`src/rtl/bsnv_consts.vh`:
```
/*
  Constants for the byte-select nonvolatile memory host controller.
  Assumes a 200 MHz system clock and the 70 ns speed grade timing.
*/
`ifndef BSNV_CONSTS_VH
`define BSNV_CONSTS_VH

`define BSNV_CLK_PERIOD_PS 5000
`define BSNV_ADDR_W 17
`define BSNV_DATA_W 16
`define BSNV_BYTE_W 8
`define BSNV_HI_LSB 8
`define BSNV_LO_LSB 0

// Times in ns, as printed for the faster grade
`define BSNV_T_ACCESS_NS 70
`define BSNV_T_WPULSE_NS 55
`define BSNV_T_FLOAT_NS 25
`define BSNV_T_RECOVER_NS 15
`define BSNV_T_HOLD_NS 10

// Least times round up to whole cycles
`define BSNV_CYC(ns) (((ns) * 1000 + `BSNV_CLK_PERIOD_PS - 1) / `BSNV_CLK_PERIOD_PS)
`define BSNV_ACC_CYC (`BSNV_CYC(`BSNV_T_ACCESS_NS) + 1)
`define BSNV_WP_CYC `BSNV_CYC(`BSNV_T_WPULSE_NS)
`define BSNV_FLT_CYC `BSNV_CYC(`BSNV_T_FLOAT_NS)
`define BSNV_REC_CYC `BSNV_CYC(`BSNV_T_RECOVER_NS)
`define BSNV_HLD_CYC `BSNV_CYC(`BSNV_T_HOLD_NS)
`define BSNV_CNT_W 6

// One-hot states
`define BSNV_ST_W 6
`define BSNV_S_IDLE 6'h01
`define BSNV_S_RSET 6'h02
`define BSNV_S_RACC 6'h04
`define BSNV_S_WFLT 6'h08
`define BSNV_S_WPUL 6'h10
`define BSNV_S_WREC 6'h20

`endif

```
`src/rtl/bsnv_host.v`:
```
/*
  Host controller driving a 128K x 16 byte-select nonvolatile memory
  through its pins; user side is a request/done handshake.
  Assumes the memory pins connect directly and supply_ok comes from a
  supply monitor outside the clock domain.
*/
// Summary of operation
// - Write is write-and-select overlap, address first
// - Address held through whole write
// - Write high for recovery before next
// - Output control high during writes
// - No access until supply good
`timescale 1ns/100ps
`include "bsnv_consts.vh"

module bsnv_host (
  input wire clk,
  input wire nrst,
  input wire supply_ok,
  input wire req,
  input wire req_write,
  input wire [`BSNV_ADDR_W-1:0] req_addr,
  input wire req_upper,
  input wire req_lower,
  input wire [`BSNV_DATA_W-1:0] req_wdata,
  output reg req_ready,
  output reg done,
  output reg [`BSNV_DATA_W-1:0] rdata,
  output reg [`BSNV_ADDR_W-1:0] word_address,
  output reg upper_byte_select_n,
  output reg lower_byte_select_n,
  output reg write_strobe_n,
  output reg output_drive_n,
  input wire [`BSNV_DATA_W-1:0] data_lines_in,
  output reg [`BSNV_DATA_W-1:0] data_lines_out,
  output reg [`BSNV_DATA_W-1:0] data_lines_oe
);
  reg rst_s1_reg;
  reg rst_n_reg;
  reg sup1_reg;
  reg sup2_reg;
  reg sup3_reg;
  reg sup_ok_reg;
  reg [`BSNV_ST_W-1:0] state_reg;
  reg [`BSNV_ST_W-1:0] state_next;
  reg is_write_reg;
  reg upper_reg;
  reg lower_reg;
  reg [`BSNV_DATA_W-1:0] wdata_reg;
  wire [`BSNV_DATA_W-1:0] rd_mask;
  reg tmr_load;
  reg [`BSNV_CNT_W-1:0] tmr_val;
  wire tmr_done;
  wire any_sel;

  localparam [`BSNV_ST_W-1:0] S_IDLE = `BSNV_S_IDLE;
  localparam [`BSNV_ST_W-1:0] S_RSET = `BSNV_S_RSET;
  localparam [`BSNV_ST_W-1:0] S_RACC = `BSNV_S_RACC;
  localparam [`BSNV_ST_W-1:0] S_WFLT = `BSNV_S_WFLT;
  localparam [`BSNV_ST_W-1:0] S_WPUL = `BSNV_S_WPUL;
  localparam [`BSNV_ST_W-1:0] S_WREC = `BSNV_S_WREC;
  // Counts kept 32 bits wide, cut to the timer width where loaded
  localparam [31:0] ACC_N = `BSNV_ACC_CYC;
  localparam [31:0] WP_N = `BSNV_WP_CYC;
  localparam [31:0] REC_N = `BSNV_REC_CYC;

  // Reset release through two flops
  always @(posedge clk or negedge nrst) begin
    if (!nrst) begin
      rst_s1_reg <= 1'b0;
      rst_n_reg <= 1'b0;
    end else begin
      rst_s1_reg <= 1'b1;
      rst_n_reg <= rst_s1_reg;
    end
  end

  // Supply flag: three flops, change taken once stages two and three agree
  always @(posedge clk or negedge rst_n_reg) begin
    if (!rst_n_reg) begin
      sup1_reg <= 1'b0;
      sup2_reg <= 1'b0;
      sup3_reg <= 1'b0;
      sup_ok_reg <= 1'b0;
    end else begin
      sup1_reg <= supply_ok;
      sup2_reg <= sup1_reg;
      sup3_reg <= sup2_reg;
      if (sup2_reg == sup3_reg) begin
        sup_ok_reg <= sup3_reg;
      end
    end
  end

  bsnv_timer u_timer (
    .clk(clk),
    .rst_n(rst_n_reg),
    .load(tmr_load),
    .load_val(tmr_val),
    .done(tmr_done)
  );

  assign any_sel = req_upper | req_lower;

  // Byte lane masks from the selects
  genvar gi;
  generate
    for (gi = 0; gi < `BSNV_DATA_W; gi = gi + 1) begin : g_lane
      if (gi >= `BSNV_HI_LSB) begin : g_hi
        assign rd_mask[gi] = upper_reg;
      end else begin : g_lo
        assign rd_mask[gi] = lower_reg;
      end
    end
  endgenerate

  always @* begin
    state_next = state_reg;
    tmr_load = 1'b0;
    tmr_val = {`BSNV_CNT_W{1'b0}};
    case (state_reg)
      S_IDLE: begin
        // Supply must be good before any access
        if (req && any_sel && sup_ok_reg) begin
          state_next = req_write ? S_WFLT : S_RSET;
        end
      end
      S_RSET: begin
        state_next = S_RACC;
        tmr_load = 1'b1;
        tmr_val = ACC_N[`BSNV_CNT_W-1:0];
      end
      S_RACC: begin
        if (tmr_done) begin
          state_next = S_IDLE;
        end
      end
      S_WFLT: begin
        // Address set up a cycle before the pulse
        state_next = S_WPUL;
        tmr_load = 1'b1;
        tmr_val = WP_N[`BSNV_CNT_W-1:0];
      end
      S_WPUL: begin
        if (tmr_done) begin
          state_next = S_WREC;
          tmr_load = 1'b1;
          tmr_val = REC_N[`BSNV_CNT_W-1:0];
        end
      end
      S_WREC: begin
        if (tmr_done) begin
          state_next = S_IDLE;
        end
      end
      default: begin
        state_next = S_IDLE;
      end
    endcase
  end

  always @(posedge clk or negedge rst_n_reg) begin
    if (!rst_n_reg) begin
      state_reg <= S_IDLE;
      is_write_reg <= 1'b0;
      upper_reg <= 1'b0;
      lower_reg <= 1'b0;
      wdata_reg <= {`BSNV_DATA_W{1'b0}};
      req_ready <= 1'b0;
      done <= 1'b0;
      rdata <= {`BSNV_DATA_W{1'b0}};
      word_address <= {`BSNV_ADDR_W{1'b0}};
      upper_byte_select_n <= 1'b1;
      lower_byte_select_n <= 1'b1;
      write_strobe_n <= 1'b1;
      output_drive_n <= 1'b1;
      data_lines_out <= {`BSNV_DATA_W{1'b0}};
      data_lines_oe <= {`BSNV_DATA_W{1'b0}};
    end else begin
      state_reg <= state_next;
      done <= 1'b0;
      req_ready <= (state_next == S_IDLE) && sup_ok_reg;
      if (state_reg == S_IDLE && state_next != S_IDLE) begin
        is_write_reg <= req_write;
        upper_reg <= req_upper;
        lower_reg <= req_lower;
        wdata_reg <= req_wdata;
        word_address <= req_addr;
      end
      case (state_next)
        S_RSET, S_RACC: begin
          // Read: strobe high, output control and requested selects low
          write_strobe_n <= 1'b1;
          output_drive_n <= 1'b0;
          upper_byte_select_n <= (state_reg == S_IDLE) ? ~req_upper : ~upper_reg;
          lower_byte_select_n <= (state_reg == S_IDLE) ? ~req_lower : ~lower_reg;
        end
        S_WFLT: begin
          output_drive_n <= 1'b1;
          upper_byte_select_n <= 1'b1;
          lower_byte_select_n <= 1'b1;
        end
        S_WPUL: begin
          // Selects and strobe fall together; both rise together
          write_strobe_n <= 1'b0;
          upper_byte_select_n <= ~upper_reg;
          lower_byte_select_n <= ~lower_reg;
          output_drive_n <= 1'b1;
        end
        default: begin
          // Deselected and floating between cycles
          write_strobe_n <= 1'b1;
          output_drive_n <= 1'b1;
          upper_byte_select_n <= 1'b1;
          lower_byte_select_n <= 1'b1;
        end
      endcase
      // Lanes kept driven through recovery: data hold after the selects rise
      if (state_next == S_WPUL || state_next == S_WREC) begin
        data_lines_oe <= rd_mask;
      end else begin
        data_lines_oe <= {`BSNV_DATA_W{1'b0}};
      end
      if (state_reg == S_WFLT) begin
        data_lines_out <= wdata_reg;
      end
      // Sample only selected lanes, others read as zero
      if (state_reg == S_RACC && tmr_done) begin
        rdata <= data_lines_in & rd_mask;
        done <= 1'b1;
      end
      if (state_reg == S_WREC && tmr_done) begin
        done <= 1'b1;
      end
    end
  end
endmodule // bsnv_host

```
`src/rtl/bsnv_timer.v`:
```
/*
  Down counter for the controller's timed phases.
  Assumes load and count come from logic on the same clock.
*/
`timescale 1ns/100ps
`include "bsnv_consts.vh"

module bsnv_timer (
  input wire clk,
  input wire rst_n,
  input wire load,
  input wire [`BSNV_CNT_W-1:0] load_val,
  output wire done
);
  reg [`BSNV_CNT_W-1:0] cnt_reg;

  always @(posedge clk or negedge rst_n) begin
    if (!rst_n) begin
      cnt_reg <= {`BSNV_CNT_W{1'b0}};
    end else if (load) begin
      cnt_reg <= load_val;
    end else if (cnt_reg != {`BSNV_CNT_W{1'b0}}) begin
      cnt_reg <= cnt_reg - {{(`BSNV_CNT_W-1){1'b0}}, 1'b1};
    end
  end

  assign done = (cnt_reg == {`BSNV_CNT_W{1'b0}});
endmodule // bsnv_timer

```
`config.mk`:
```
export PLATFORM = sky130hd
export DESIGN_NAME = bsnv_host
export DESIGN_NICKNAME = d
export VERILOG_FILES = /design/src/rtl/bsnv_host.v /design/src/rtl/bsnv_timer.v
export VERILOG_INCLUDE_DIRS = /design/src /design/src/rtl
export SDC_FILE = /design/constraint.sdc
export NUM_CORES = 1
export LEC_CHECK = 0
export ABC_AREA = 1
export BUFFER_PORTS_ARGS = -buffer_cell sky130_fd_sc_hd__clkbuf_2
export CORE_MARGIN = 5
export CORE_UTILIZATION = 40
export DETAILED_ROUTE_END_ITERATION = 10
export GPL_TIMING_DRIVEN = 0
export HOLD_SLACK_MARGIN = 0.12
export PLACE_DENSITY = 0.63
export SLEW_MARGIN = 0
export SYNTH_ARGS = -nofsm -noshare
export SYNTH_HDL_FRONTEND = slang
export SYNTH_SLANG_ARGS = --single-unit
```
`constraint.sdc`:
```
create_clock -name clk -period 3.1 [get_ports clk]
set_clock_uncertainty 0.1 [all_clocks]
set_input_delay 0.93 -clock clk [delete_from_list [all_inputs] [get_ports clk]]
set_output_delay 0.93 -clock clk [all_outputs]
set_load 0.03 [all_outputs]
```
# Word level (Yosys, flattened, before mapping)
# Cells that the tools add are included.
dict set report op_classes {
  add_sub_neg 1
  n_eq_ne 14
  muxes 20
  bitwise 6
  n_reduce_logical 13
}
# operator count
set op_table {}
lappend op_table {{6-bit 2-to-1 mux} 5}
lappend op_table {{6-bit one-hot mux with 5 select lines} 1}
lappend op_table {{16-bit bitwise AND} 1}
lappend op_table {{16-bit 2-to-1 mux} 1}
lappend op_table {{6-bit by 1-bit == test with 1-bit output, second input constant} 2}
lappend op_table {{6-bit by 2-bit == test with 1-bit output, second input constant} 2}
lappend op_table {{6-bit by 3-bit == test with 1-bit output, second input constant} 2}
lappend op_table {{6-bit by 4-bit == test with 1-bit output, second input constant} 2}
lappend op_table {{6-bit by 5-bit == test with 1-bit output, second input constant} 2}
lappend op_table {{6-bit == test, second input constant} 2}
lappend op_table {{4-bit one-hot mux with 3 select lines} 1}
lappend op_table {{1-bit one-hot mux with 2 select lines} 4}
lappend op_table {{1-bit logical AND} 6}
lappend op_table {{6-bit logical NOT} 1}
lappend op_table {{1-bit 2-to-1 mux} 6}
lappend op_table {{6-bit by 1-bit != test with 1-bit output, second input constant} 1}
lappend op_table {{6-bit nonzero test} 1}
lappend op_table {{2-bit OR reduction} 3}
lappend op_table {{6-bit by 1-bit subtractor with 6-bit output, second input constant} 1}
lappend op_table {{4-bit 2-to-1 mux} 1}
lappend op_table {{1-bit inverter} 4}
lappend op_table {{2-bit 2-to-1 mux} 1}
lappend op_table {{2-bit nonzero test} 1}
lappend op_table {{1-bit == test} 1}
lappend op_table {{other kinds (2)} 2}
dict set report word_totals {
  ff_bits 107
  output_inout_bits 71
  wordCells 75
}

# Longest topological paths before layout
# Gate-level depths: netlist of run 1.
dict set report depth {
  ltp_word 8
  depth_mapped 12
}

# By module
# A second synthesis of run 1 with hierarchy kept.
dict set report unflattened {
  cells_unflattened 429
  hier_area_um2 4256.6
}
# mod instances cells_each area_per_inst_um2 seq_area_each_um2
set by_module_without_submodules {}
lappend by_module_without_submodules {bsnv_host 1 374 3843.7 2183.3}
lappend by_module_without_submodules {bsnv_timer 1 55 412.9 150.1}

# Worst setup path after synthesis of run 1
# No wires, ideal clock.
dict set report synth_path {
  kind {input-to-reg}
  from {input port req}
  to {register wdata_reg[10]}
  setup_time_ps 65
  arrival_ps 1764
  t_required_ps 2935
  setup_slack_ps 1171
  stages 11
  path_cell_list {nand2_1 inv_1 nand2_1 inv_1 nor2_1 inv_1 nand2_2 nor2_4 buf_6 nand3_1 nand2_1}
}
dict set report synth_between {
  elab_chain_cells 6
}
# item line
set synth_rtl {}
lappend synth_rtl {{from (decl)} bsnv_host.v:20} ;# input wire req,
lappend synth_rtl {{1-bit logical AND (2 in a row)} bsnv_host.v:124} ;# if (req && any_sel && sup_ok_reg) begin
lappend synth_rtl {{6-bit 2-to-1 mux} bsnv_host.v:124}
lappend synth_rtl {{6-bit one-hot mux with 5 select lines} bsnv_host.v:121} ;# case (state_reg)
lappend synth_rtl {{6-bit by 1-bit != test with 1-bit output} bsnv_host.v:183} ;# if (state_reg == S_IDLE && state_next != S_IDLE) begin
lappend synth_rtl {{1-bit logical AND} bsnv_host.v:183}
lappend synth_rtl {{to (signal assigned)} bsnv_host.v:168} ;# wdata_reg <= {`BSNV_DATA_W{1'b0}};
lappend synth_rtl {{to (signal assigned)} bsnv_host.v:187} ;# wdata_reg <= req_wdata;
lappend synth_rtl {{to (decl)} bsnv_host.v:49} ;# reg [`BSNV_DATA_W-1:0] wdata_reg;
# Every way passes these cells.
# A chain may end at the register's enable or synchronous reset.

# Worst setup path after layout of run 1
dict set report layout_path {
  from {register data_lines_oe[7]}
  to {output port data_lines_oe[7]}
}
# item line
set layout_rtl {}
lappend layout_rtl {{from (decl)} bsnv_host.v:36} ;# output reg [`BSNV_DATA_W-1:0] data_lines_oe
lappend layout_rtl {{from (signal assigned)} bsnv_host.v:178} ;# data_lines_oe <= {`BSNV_DATA_W{1'b0}};
lappend layout_rtl {{from (signal assigned)} bsnv_host.v:220} ;# data_lines_oe <= rd_mask;
lappend layout_rtl {{from (signal assigned)} bsnv_host.v:222} ;# data_lines_oe <= {`BSNV_DATA_W{1'b0}};
# No word-level cell between the ends.

==> results of run 1 <==
## report_power, final
group	total [uW]	switching [uW]	internal, uW
Combinational	2420	1630	783
Clock	776	415	361
Sequential	1920	242	1680
## layer usage
layer	part of all wire (%)	track usage, %
met1	44	21.83
met2	48	24.93
met3	7.0	4.110
met5	0	0
met4	1.2	5.521
## cells in the final DEF (no fill, tap or decap), drive strengths merged
master and n:
clkinvlp 1, inv 28, maj3 1, xnor2 2, ha 1, a21oi 3, nand4 1, dfrtp 88
a21boi 1, mux2 16, clkinv 2, clkbuf 141, a31oi 1, or2 2, nand2 115, buf 31
nand3 69, conb 1, nor2 25, nor3 1, o21ai 20, dfstp 5
## area by class of cell
type	instances	area (sq um)	share of cell area, %
Tap cell	133	166.4	3.331
Multi-Input combinational cell	259	1300	26.02
Timing Repair Buffer	127	658.1	13.17
Inverter	27	101.3	2.029
Buffer	33	237.7	4.758
Clock inverter	4	30.03	0.6011
Sequential cell	93	2337	46.78
Clock buffer	12	165.2	3.306
## cells in the mapped netlist (2+ instances only)
library cell               number  area [sq um]
sky130_fd_sc_hd__dfrtp_1       88          2202
sky130_fd_sc_hd__mux2_2        16         180.2
sky130_fd_sc_hd__o21ai_0       20         100.1
sky130_fd_sc_hd__clkbuf_1       3         11.26
sky130_fd_sc_hd__buf_6          5         56.30
sky130_fd_sc_hd__nand2_2        3         18.77
sky130_fd_sc_hd__nand2_1      112         420.4
sky130_fd_sc_hd__a21oi_1        3         15.01
sky130_fd_sc_hd__nand3_1       65         325.3
sky130_fd_sc_hd__buf_4         18         135.1
sky130_fd_sc_hd__buf_2          7         35.03
sky130_fd_sc_hd__dfstp_2        5         131.4
sky130_fd_sc_hd__nor2_2         4         25.02
sky130_fd_sc_hd__or2_2          2         12.51
sky130_fd_sc_hd__nor2_1        20         75.07
sky130_fd_sc_hd__xnor2_1        2         17.52
sky130_fd_sc_hd__nand3_2        3         30.03
sky130_fd_sc_hd__inv_1         26         97.59
## worst max-delay path: stages, from the launching register on
cell and delay, ns:
sky130_fd_sc_hd__dfrtp_1 0.47, sky130_fd_sc_hd__buf_4 0.15, sky130_fd_sc_hd__clkbuf_2 0.19
## final timing paths
check / startpoint / endpoint / slack, ns / depth (start not counted)
min: rst_n_reg / word_address[7] / 0.20 / 0
max reg2reg: state_reg[2] / wdata_reg[2] / 1.15 / 9
min in group clk: rst_s1_reg / rst_n_reg / 0.26 / 0
max in group asynchronous: rst_n_reg / state_reg[0] / 2.00 / 1
max: data_lines_oe[7] / data_lines_oe[7] / 0.90 / 2
min reg2reg: rst_n_reg / word_address[7] / 0.20 / 0
## logic make-up (layout without fill, tap and decap cells)
group	Yosys count	after routing	synth area share, %
multiplexers	16	16	4.535
other	1	1	0.09440
XOR/XNOR	2	2	0.4410
adder cells (fa/ha/maj)	2	2	0.5669
AND/OR/NAND/NOR	213	213	23.84
flip-flops	93	93	58.74
AO/OA/AOI/OAI	25	25	3.244
buffers and inverters	60	203	8.535
## through the flow
| step | hold slack, ns | cells |
|---|---|---|
| after floorplan | 0.2312 | 412 |
| after global placement | 0.2356 | 671 |
| after detailed placement | 0.2197 | 672 |
| after CTS | 0.2209 | 688 |
| after global routing | 0.2288 | 688 |
| final | 0.2013 | 688 |
==> results.txt, run 1 <==
- Crit. End Element: output pin
* CP Data Required Time: between 2 and 2.5 ns
* Outcome: complete, no violations
- Buffer depth of the longest clock path: 2
- The worst setup path is launched from a flop.
* Die X: 109.7 um
* Final wirelength: 9.245 mm
- Final period util: between 70% and 80%
- Finished Cell Area: 4996 sq um
- In this run the worst path has a maximum fanout of 8.
* Post-route total power: 5118 uW
* Initial DRC Count: between 150 and 200
- Compared with the post-synthesis result, the final layout area differs by 25.76%.
* Number of core rows: 36
* Final setup vio count: 0
- Setup repair after global routing left no endpoint under its margin.
* Period minus WS final: 2.196 ns
- Final-layout fill cell count: approximately 940
- Mapped Area: approximately 4000 sq um
- Count of state elements after synthesis: 93
- Placement Cell Area: 4801 sq um
- Pre-Repair DR Iteration Count: 4
* Number of H-tree levels: 3
* DRC: 0
- The worst path meets setup with 0.9040 ns of slack.
- Via count of the first global-routing pass: 3026
* Sequential fraction of the synthesis area: between 50% and 60%
- Port bufs: 126
- The number of gates resized after CTS was 0.
- In this run the count of I/O pins placed on the die edge is approximately 130.
* Total CTS buffers: 9
- Wire length of the first global-routing pass: roughly 15 mm
- Once the floorplan was initialized, standard cells occupied 40.83% of the core.
- Pre-CTS WS: 0.7845 ns
* Worst hold-check path type: flop to async pin
* Pwr dens: 1024 nW/um^2
* Antenna Nets Post-Route: 0
- Clock transition at path regs: 0.09 ns
* Std-Cell Core Area: 9729 sq um
* Post-synth top flop: sky130_fd_sc_hd__dfrtp_1
* Number of nets produced by synthesis: 469
* Via count: 3171
- Post-synth cell types: 28
* Core utilization of the finished layout: 51.35%
- CTS Hold Bufs: 0
- Maximum Capacitance Violations: 0
- The repair_antennas step left the layout with diodes totalling 0.
- Clock tree synthesis selected as its root buffer the cell sky130_fd_sc_hd__clkbuf_8.
- A synthesized cell averages 9.642 sq um.
- Overall die height: 109.7 um
- Static timing analysis puts the maximum clock frequency at ~0.46 GHz.
- Syn Inst Count: 412
* Final-report max-slew violation count: 0
- EDFF count, synth: 0
- Number of antenna violations at the first check in global routing: 0
- Detailed placement ended at an HPWL of approximately 7 mm.
* Die Area: 12020 sq um
- Transition time at the pin with the least slew margin: slightly above 0.5 ns
- Nets: 607
- Wire per inst: around 13 um
* RD Place Congestion: ~0.8
* Biggest register: word_address
- In the global route stage, overall resource usage came out at between 10% and 20%.
- At the worst endpoint, the arrival time is 1.17 ns.
- In the synthesized netlist the async set-or-reset flop fraction comes to 100.0%.
- Cells with a size suffix above 1 make up 37.84% of the layout.
- In the final timing run, aggregate negative setup slack is 0 ns.
* Avg Vias per Cell: 4.609
- Count of endpoints failing hold in the final timing report: 0
- Post-CTS Setup Bufs: 0
* Maximum resistive drop on vdd: 0.4774 mV
- In this run the tightest slew margin relative to its limit is approximately two thirds.
- Insertion delay of the later-clocked pin in the worst-skew pair: 0.36 ns
- Max FFs per register: 17
- Entering global routing, the biggest net connects 57 pins.
- For this run, the number of Yosys warnings is 0.
- CTS Sinks: 93
- Leakage power of the design: 0.002688 uW
- CTS tree: yes
* Aggregate global routing overflow: 0
* Type of the worst setup path: flop to output pin
Power figures use the tool's default switching activity.
==> run 2: changes to the inputs <==
==> constraint.sdc (replaced) <==
create_clock -name clk -period 2.1 [get_ports clk]
set_clock_uncertainty 0.1 [all_clocks]
set_input_delay 0.63 -clock clk [delete_from_list [all_inputs] [get_ports clk]]
set_output_delay 0.63 -clock clk [all_outputs]
set_load 0.03 [all_outputs]
==> results.txt, run 2 (same netlist as run 1, synthesis figures left out) <==
* Outcome: complete, no violations
- The detailed router used layers up to and including met4.
- Number of H-tree levels: 3
- Via count: 3280
- Depth of the worst register-to-register path: 10
- Avg Vias per Cell: 4.754
* Aggregate global routing overflow: 0
- Registers are responsible for 36.3% of the overall power.
* Buffer depth of the longest clock path: 2
* Kind of start point of the critical path: flop
* Post-route total power: 7826 uW
- Most used cell along the critical path: sky130_fd_sc_hd__nand2_2
- Cell family with most CP delay: simple AND/OR/NAND/NOR gates
- Cell at the root of the clock tree: sky130_fd_sc_hd__clkbuf_8
* Crit. End Element: flop
- Routability-driven placement finished with a final weighted congestion of 0.7887.
- CTS tree: yes
- Die X: roughly 110 um
- Register-to-Register Setup Slack: 0.16 ns
- Across the whole layout, storage elements account for 2337 sq um.
- The multi-input combinational cells in the finished layout cover a total of between 1000 and 1500 sq um.
- Final wirelength: 9.471 mm
- Most common cell after layout, fill and taps aside: sky130_fd_sc_hd__clkbuf_2
- Synthesis-to-layout area growth: 27.31%
- Peak per-stage delay on the critical path: 0.56 ns
- The count of buffers added on input and output ports is 126.
* Leakage power of the design: 0.002709 uW
- For this run, the top clock speed supported by timing is 0.5149 GHz.
- Data arrival time of the critical path: 2.13 ns
* Count of buffering cells on the critical path with inverters included: 2
- The register with the most flip-flops in the layout has 17 of them.
- The detailed router put a total of roughly 4.0 mm of wire on met1.
- CP Data Required Time: around 2.3 ns
* Top Ports: 127
* Final setup vio count: 0
- Via count of the first global-routing pass: 3323
- Clock-pin slew was measured on the worst setup and hold paths at 0.10 ns.
- The tool flagged a number of max-cap violations equal to 0.
* Antenna Nets Post-Route: 0
- The finished cells cover 5057 sq um.
* Biggest register: word_address
- Clock latency on the worst-skew pair, taken at its later pin, is around 0.37 ns.
- In this run the worst setup path terminates at wdata_reg[10].
- First element of the critical path: state_reg[0]
- In the global route stage, overall resource usage came out at approximately 17%.
* Met3 wire length: 695 um
* Placement Cell Area: 4801 sq um
- The total area inside the core boundary comes to 9729 sq um.
* Pre-Repair DR Iteration Count: 4
* Switching share of power: 44.13%
* Initial core utilization: 40.83%
* Wire per inst: 13.73 um
- The endpoint identified for the worst register-to-register timing path is wdata_reg[10].
- Nets: 609
- Critical-path cell with the highest stage delay: sky130_fd_sc_hd__dfstp_2
* Overall die height: 109.7 um
- CTS Sinks: 93
- The wire-length estimate of the detail-placed layout is 6.931 mm.
- After the first detailed-routing iteration, the DRC count stood at 170.
* Wire length of the first global-routing pass: 15.58 mm
* Fraction of layout instances using a drive strength above 1: 37.88%
- The critical path crosses 10 cells after its start point.
- The repair_antennas step left the layout with diodes totalling 0.
* DRC: 0
- Die Area: 12020 sq um
- The startpoint identified for the worst register-to-register timing path is state_reg[0].
- Final-layout fill cell count: 922
- The worst hold path belongs to the class flop to async pin.
* Portion of total power attributed to combinational logic: 46.6%
- Most frequent cells in the layout: 126 x sky130_fd_sc_hd__clkbuf_2, 112 x sky130_fd_sc_hd__nand2_1, 87 x sky130_fd_sc_hd__dfrtp_1
- Count of endpoints failing hold in the final timing report: 0
- Pin count of the biggest net entering global routing: 70
- Final period util: 92.48%
- Maximum resistive drop on vdd: 0.7933 mV
- Of the total power, the clock network draws 17.0%.
* Peak fanout along the critical path: 10
- Type of the worst setup path: flop to flop
- Final-report max-slew violation count: 0
* Met2 Routed Length: 4.606 mm
* Total CTS buffers: 9
* Period minus WS final: 1.942 ns
* Unrepaired setup endpoints after global routing: no
* Switching component of the power: 3454 uW
- The critical path goes through nor2_2, nand3_1, buf_6, nand2_2, nand2_2, nand2_2, nor2_4, buf_6, nand3_1, nand2_1.
* Internal portion of total power: roughly 4400 uW
* Number of antenna violations at the first check in global routing: 0
* Number of core rows: 36
- In this run the power density over the cells is approximately 1500 nW/um^2.
[run 2: power by group through the flow]
stage	clock network [uW]	logic (uW)	registers, uW
2_1_floorplan	0	1820	3630
3_3_place_gp	0	3540	2880
3_5_place_dp	0	3640	2880
4_1_cts	1380	3660	2850
5_1_grt	1460	4070	2920
6_report	1330	3650	2840
[run 2: area by class of cell]
cell class | count | share of cell area, %
Buffer | 33 | 4.701
Clock buffer | 11 | 2.796
Clock inverter | 5 | 1.682
Inverter | 27 | 2.004
Multi-Input combinational cell | 259 | 25.95
Sequential cell | 93 | 46.21
Tap cell | 133 | 3.290
Timing Repair Buffer | 129 | 13.36
[run 2: what timing repair did]
item | CTS | global route
hold buffers | 1 | 0
resized for setup | 0 | 2
setup buffers | 0 | 1
hold endpoints to repair | 2 | 0
endpoints found under the setup margin | 0 | 24
[run 2: worst min path at each step]
stage / endpoint / from
4_1_cts: word_address[13] / rst_n_reg
2_1_floorplan: rst_n_reg / nrst
5_1_grt: word_address[14] / rst_n_reg
3_3_place_gp: sup2_reg / sup1_reg
6_report: word_address[14] / rst_n_reg
3_5_place_dp: word_address[13] / rst_n_reg
[run 2: routing by layer]
layer / vias up / global-route usage (%)
li1: 1593 / -
met1: 1556 / 21.09
met2: 119 / 26.94
met3: 12 / 4.345
met4: 0 / 6.411
met5: - / 0
[run 2: per-stage QoR]
step	hold slack (ns)	setup WS, ns	TNS (ns)	util, %	instances
after floorplan	0.2311	0.4385	0	-	412
after global placement	0.2347	-0.1204	-10.04	49.04	671
after detailed placement	0.1429	0.09177	0	49.34	672
after CTS	0.1523	0.1400	0	51.77	689
after global routing	0.1701	0.003534	0	51.98	690
final	0.1355	0.1579	0	51.98	690
==> run 3: changes to the inputs <==
--- a/config.mk
+++ b/config.mk
@@ -6,10 +6,10 @@
 export SDC_FILE = /design/constraint.sdc
 export NUM_CORES = 1
 export LEC_CHECK = 0
-export ABC_AREA = 1
 export BUFFER_PORTS_ARGS = -buffer_cell sky130_fd_sc_hd__clkbuf_2
 export CORE_MARGIN = 5
 export CORE_UTILIZATION = 40
+export CTS_BUF_LIST = sky130_fd_sc_hd__clkbuf_16
 export DETAILED_ROUTE_END_ITERATION = 10
 export GPL_TIMING_DRIVEN = 0
 export HOLD_SLACK_MARGIN = 0.12
==> results.txt, run 3 <==
- Post-route setup TNS: -0.1532 ns
- Sequential fraction of the synthesis area: 59.87%
* Die Area: 11820 sq um
- Synthesis produced 337 cells.
- Pin placement for this block handled between 100 and 150 I/O pins.
* Async set-or-reset flop fraction in the synthesized netlist: 100.0%
- Cell type with the largest total area after synthesis: sky130_fd_sc_hd__dfrtp_1
* Count leader, synth: sky130_fd_sc_hd__dfrtp_1
- Count of endpoints failing hold in the final timing report: 0
- The final critical path takes up 101.0% of the cycle.
- Antenna Nets Post-Route: 0
- In the global route stage, overall resource usage came out at 15.76%.
- Clock-pin slew was measured on the worst setup and hold paths at 0.07 ns.
* Adder and majority gate portion of the synthesized area: 0.5778%
* Initial core utilization: about two fifths
- Avg Vias per Cell: approximately 4.7
- Counting flops and latches in the post-synthesis netlist gives 93.
- Max-slew headroom: 60.13%
* Peak fanout along the critical path: 6
- Biggest register: word_address
* Worst reg2reg path startpoint: state_reg[3]
- Number of H-tree levels: 3
- Across all layers, the routed design uses 2986 vias.
- Portion of total power attributed to the clock network: 30.5%
- The first detailed-routing pass ran for 4 iterations.
- The most used flip-flop cell after synthesis is sky130_fd_sc_hd__dfrtp_1.
- Worst hold slack after final layout: about 0.25 ns
* Aggregate global routing overflow: 0
* Port bufs: 126
- Maximum resistive drop on vdd: 0.5279 mV
- Of the cells placed in the final design, the portion with a size suffix greater than 1 is about 52%.
- The final reports fail on setup timing.
- Summing the areas of all compound-gate instances in the mapped netlist gives under 10% of the synthesized area.
- Area share of and/or/nand/nor cells after synthesis: 14.19%
* Wire per inst: 14.65 um
- Post-synth cell types: 49
* Number of nets produced by synthesis: 394
* Switching component of the power: between 1500 and 2000 uW
- The synthesized design contains 0 enable-type register cells.
* RD Place Congestion: just under 0.8
- The smallest clock period supported by the final layout is computed as about 2.1 ns.
- Largest family of logic cells by synthesized area: simple AND/OR/NAND/NOR gates
- CP Data Required Time: around 2.2 ns
- The synthesized netlist occupies a cell area of 3897 sq um.
* Wire length of the first global-routing pass: about 15 mm
- The flow ran to the end, but the final reports show violations.
- Xor and xnor area share after synthesis: between 1 and 1.5%
* Std-Cell Core Area: 9639 sq um
* Type of the worst setup path: flop to flop
- Proportion of power drawn by flip-flops and latches: 43.4%
- Detailed placement finished with a half-perimeter wire length of between 6 and 7 mm.
- Initial DRC Count: 89
- Pwr dens: 999.2 nW/um^2
- Core utilization of the finished layout: between 50 and 60%
- The via count of the first global-routing pass came to 2991.
- Setup violations remaining at the end of the flow were counted as 13.
* Final-report max-slew violation count: 0
- Setup repair after global routing could not meet its margin everywhere.
* Syn Area/Cell: about 12 sq um
* Cell at the root of the clock tree: sky130_fd_sc_hd__clkbuf_16
- The endpoint identified for the worst register-to-register timing path is wdata_reg[11].
* Kind of start point of the critical path: flop
* Final wirelength: 9.304 mm
- At the later pin of the worst-skew pair, clock insertion delay measures about 0.33 ns.
- Antenna cell count: 0
* Finished Cell Area: ~5500 sq um
* DRC: 0
- Leakage power of the design: 0.002812 uW
* Pin count of the biggest net entering global routing: 48
- Depth of the worst register-to-register path: 6
- The setup check on the worst reg-to-reg path leaves a slack of -0.02 ns.
- From left edge to right edge, the die measures 108.7 um.
- Transition time at the pin with the least slew margin: 0.5980 ns
* Most common cell after layout, fill and taps aside: sky130_fd_sc_hd__clkbuf_2
- Of the post-synthesis cell area, the part taken by muxes is about a tenth.
- The internal power of the cells totals about 3700 uW.
- Placement Cell Area: 4735 sq um
- Leading post-synthesis cells by cell area: sky130_fd_sc_hd__dfrtp_1 57%, sky130_fd_sc_hd__mux2_2 10%, sky130_fd_sc_hd__nand2_1 5.0%
- Summing internal, switching and leakage power gives between 5000 and 6000 uW.
- The tool flagged a number of max-cap violations equal to 0.
- Of the total power, the share spent switching nets is 31.52%.
- Portion of synthesized cell area occupied by the leading cell type: between 50% and 60%
* CTS tree: yes
* Worst hold-check path type: flop to async pin
- For this run, the number of Yosys warnings is 0.
- Crit. End Element: flop
* Total CTS buffers: 9
- The die is around 110 um tall.
* CTS Sinks: 93
- After layout, the worst setup slack is -0.02051 ns.
- In the layout the commonest cells are 126 x sky130_fd_sc_hd__clkbuf_2, 85 x sky130_fd_sc_hd__dfrtp_1, 52 x sky130_fd_sc_hd__nand2_1.
* Commonest cells in the synthesized netlist: 88 x sky130_fd_sc_hd__dfrtp_1, 52 x sky130_fd_sc_hd__nand2_1, 36 x sky130_fd_sc_hd__mux2_2, 21 x sky130_fd_sc_hd__inv_1, 21 x sky130_fd_sc_hd__o21ai_0
* Portion of total power attributed to combinational logic: approximately a quarter
- Nets: 554
* Number of antenna violations at the first check in global routing: 0
- Based on the critical path, the design can be clocked at up to 0.4716 GHz.
- Data arrival time of the critical path: 2.25 ns
* Max FFs per register: 17
- In this run the deepest clock path goes through 2 buffers.
- The floorplan has 36 rows.
- Synthesis-to-layout area growth: 39.90%
==> run 3: power groups by stage <==
stage / clock network [uW] / logic [uW] / registers [uW]
2_1_floorplan: 0 / 525 / 2680
3_3_place_gp: 0 / 1160 / 2390
3_5_place_dp: 0 / 1210 / 2390
4_1_cts: 1710 / 1370 / 2360
5_1_grt: 1780 / 1530 / 2420
6_report: 1660 / 1420 / 2360
==> run 3: area by class of cell <==
class / count / area (sq um)
fill: 848 / 4187
sequential: 93 / 2340
multi-input combinational: 189 / 1405
timing repair buffer: 154 / 913.4
buffer: 28 / 240.2
clock buffer: 9 / 225.2
tap: 133 / 166.4
inverter: 22 / 82.58
clock inverter: 7 / 80.08
==> run 3: worst max-delay path, cell delays in order (launching register included) <==
cell                        delay (ns)
sky130_fd_sc_hd__dfrtp_1          0.37
sky130_fd_sc_hd__buf_6            0.13
sky130_fd_sc_hd__or4b_4           0.55
sky130_fd_sc_hd__nor3_4           0.20
sky130_fd_sc_hd__buf_6            0.20
sky130_fd_sc_hd__clkbuf_16        0.17
sky130_fd_sc_hd__mux2_4           0.29
==> run 3: kinds of logic (layout without fill, tap and decap cells) <==
family	count (synthesis)	in the layout
and+or+nand+nor	106	106
DFF	93	93
adders and majority gates	2	2
buffers and inverters	55	220
muxes	36	36
AOI/OAI and AO/OA	38	38
xor gates and xnor gates	6	6
other	1	1
==> run 3: per-stage QoR <==
| stage | setup slack [ns] | instances |
|---|---|---|
| floorplan | -0.03614 | 337 |
| global placement | -0.2985 | 596 |
| detailed placement | -0.2897 | 597 |
| CTS | -0.04878 | 628 |
| global route | -0.07193 | 635 |
| finish | -0.02051 | 635 |
==> run 3: worst max-delay path by stage <==
stage                             endpoint    startpoint
after floorplan               wdata_reg[0]  state_reg[3]
after CTS                     wdata_reg[9]  state_reg[2]
after detailed placement  word_address[16]  state_reg[0]
after global placement       wdata_reg[10]  state_reg[0]
final                        wdata_reg[11]  state_reg[3]
after global routing         wdata_reg[10]  state_reg[3]
==> run 3: repair_timing <==
item | 4_1_cts | 5_1_grt
gates resized for setup | 41 | 30
buffers inserted | 16 | 6
setup endpoints to repair | 66 | 71
hold endpoints to repair | 2 | 0
cloned | 2 | 2
hold buffers | 1 | 0
pin swaps | 6 | 5
==> run 3: layer usage <==
metal | vias to the layer above | track usage (%) | routed length, um
li1 | 1437 | - | -
met1 | 1442 | 21.25 | 4043
met2 | 102 | 24.23 | 4316
met3 | 5 | 6.690 | 892
met4 | 0 | 2.525 | 51
met5 | - | 0 | 0
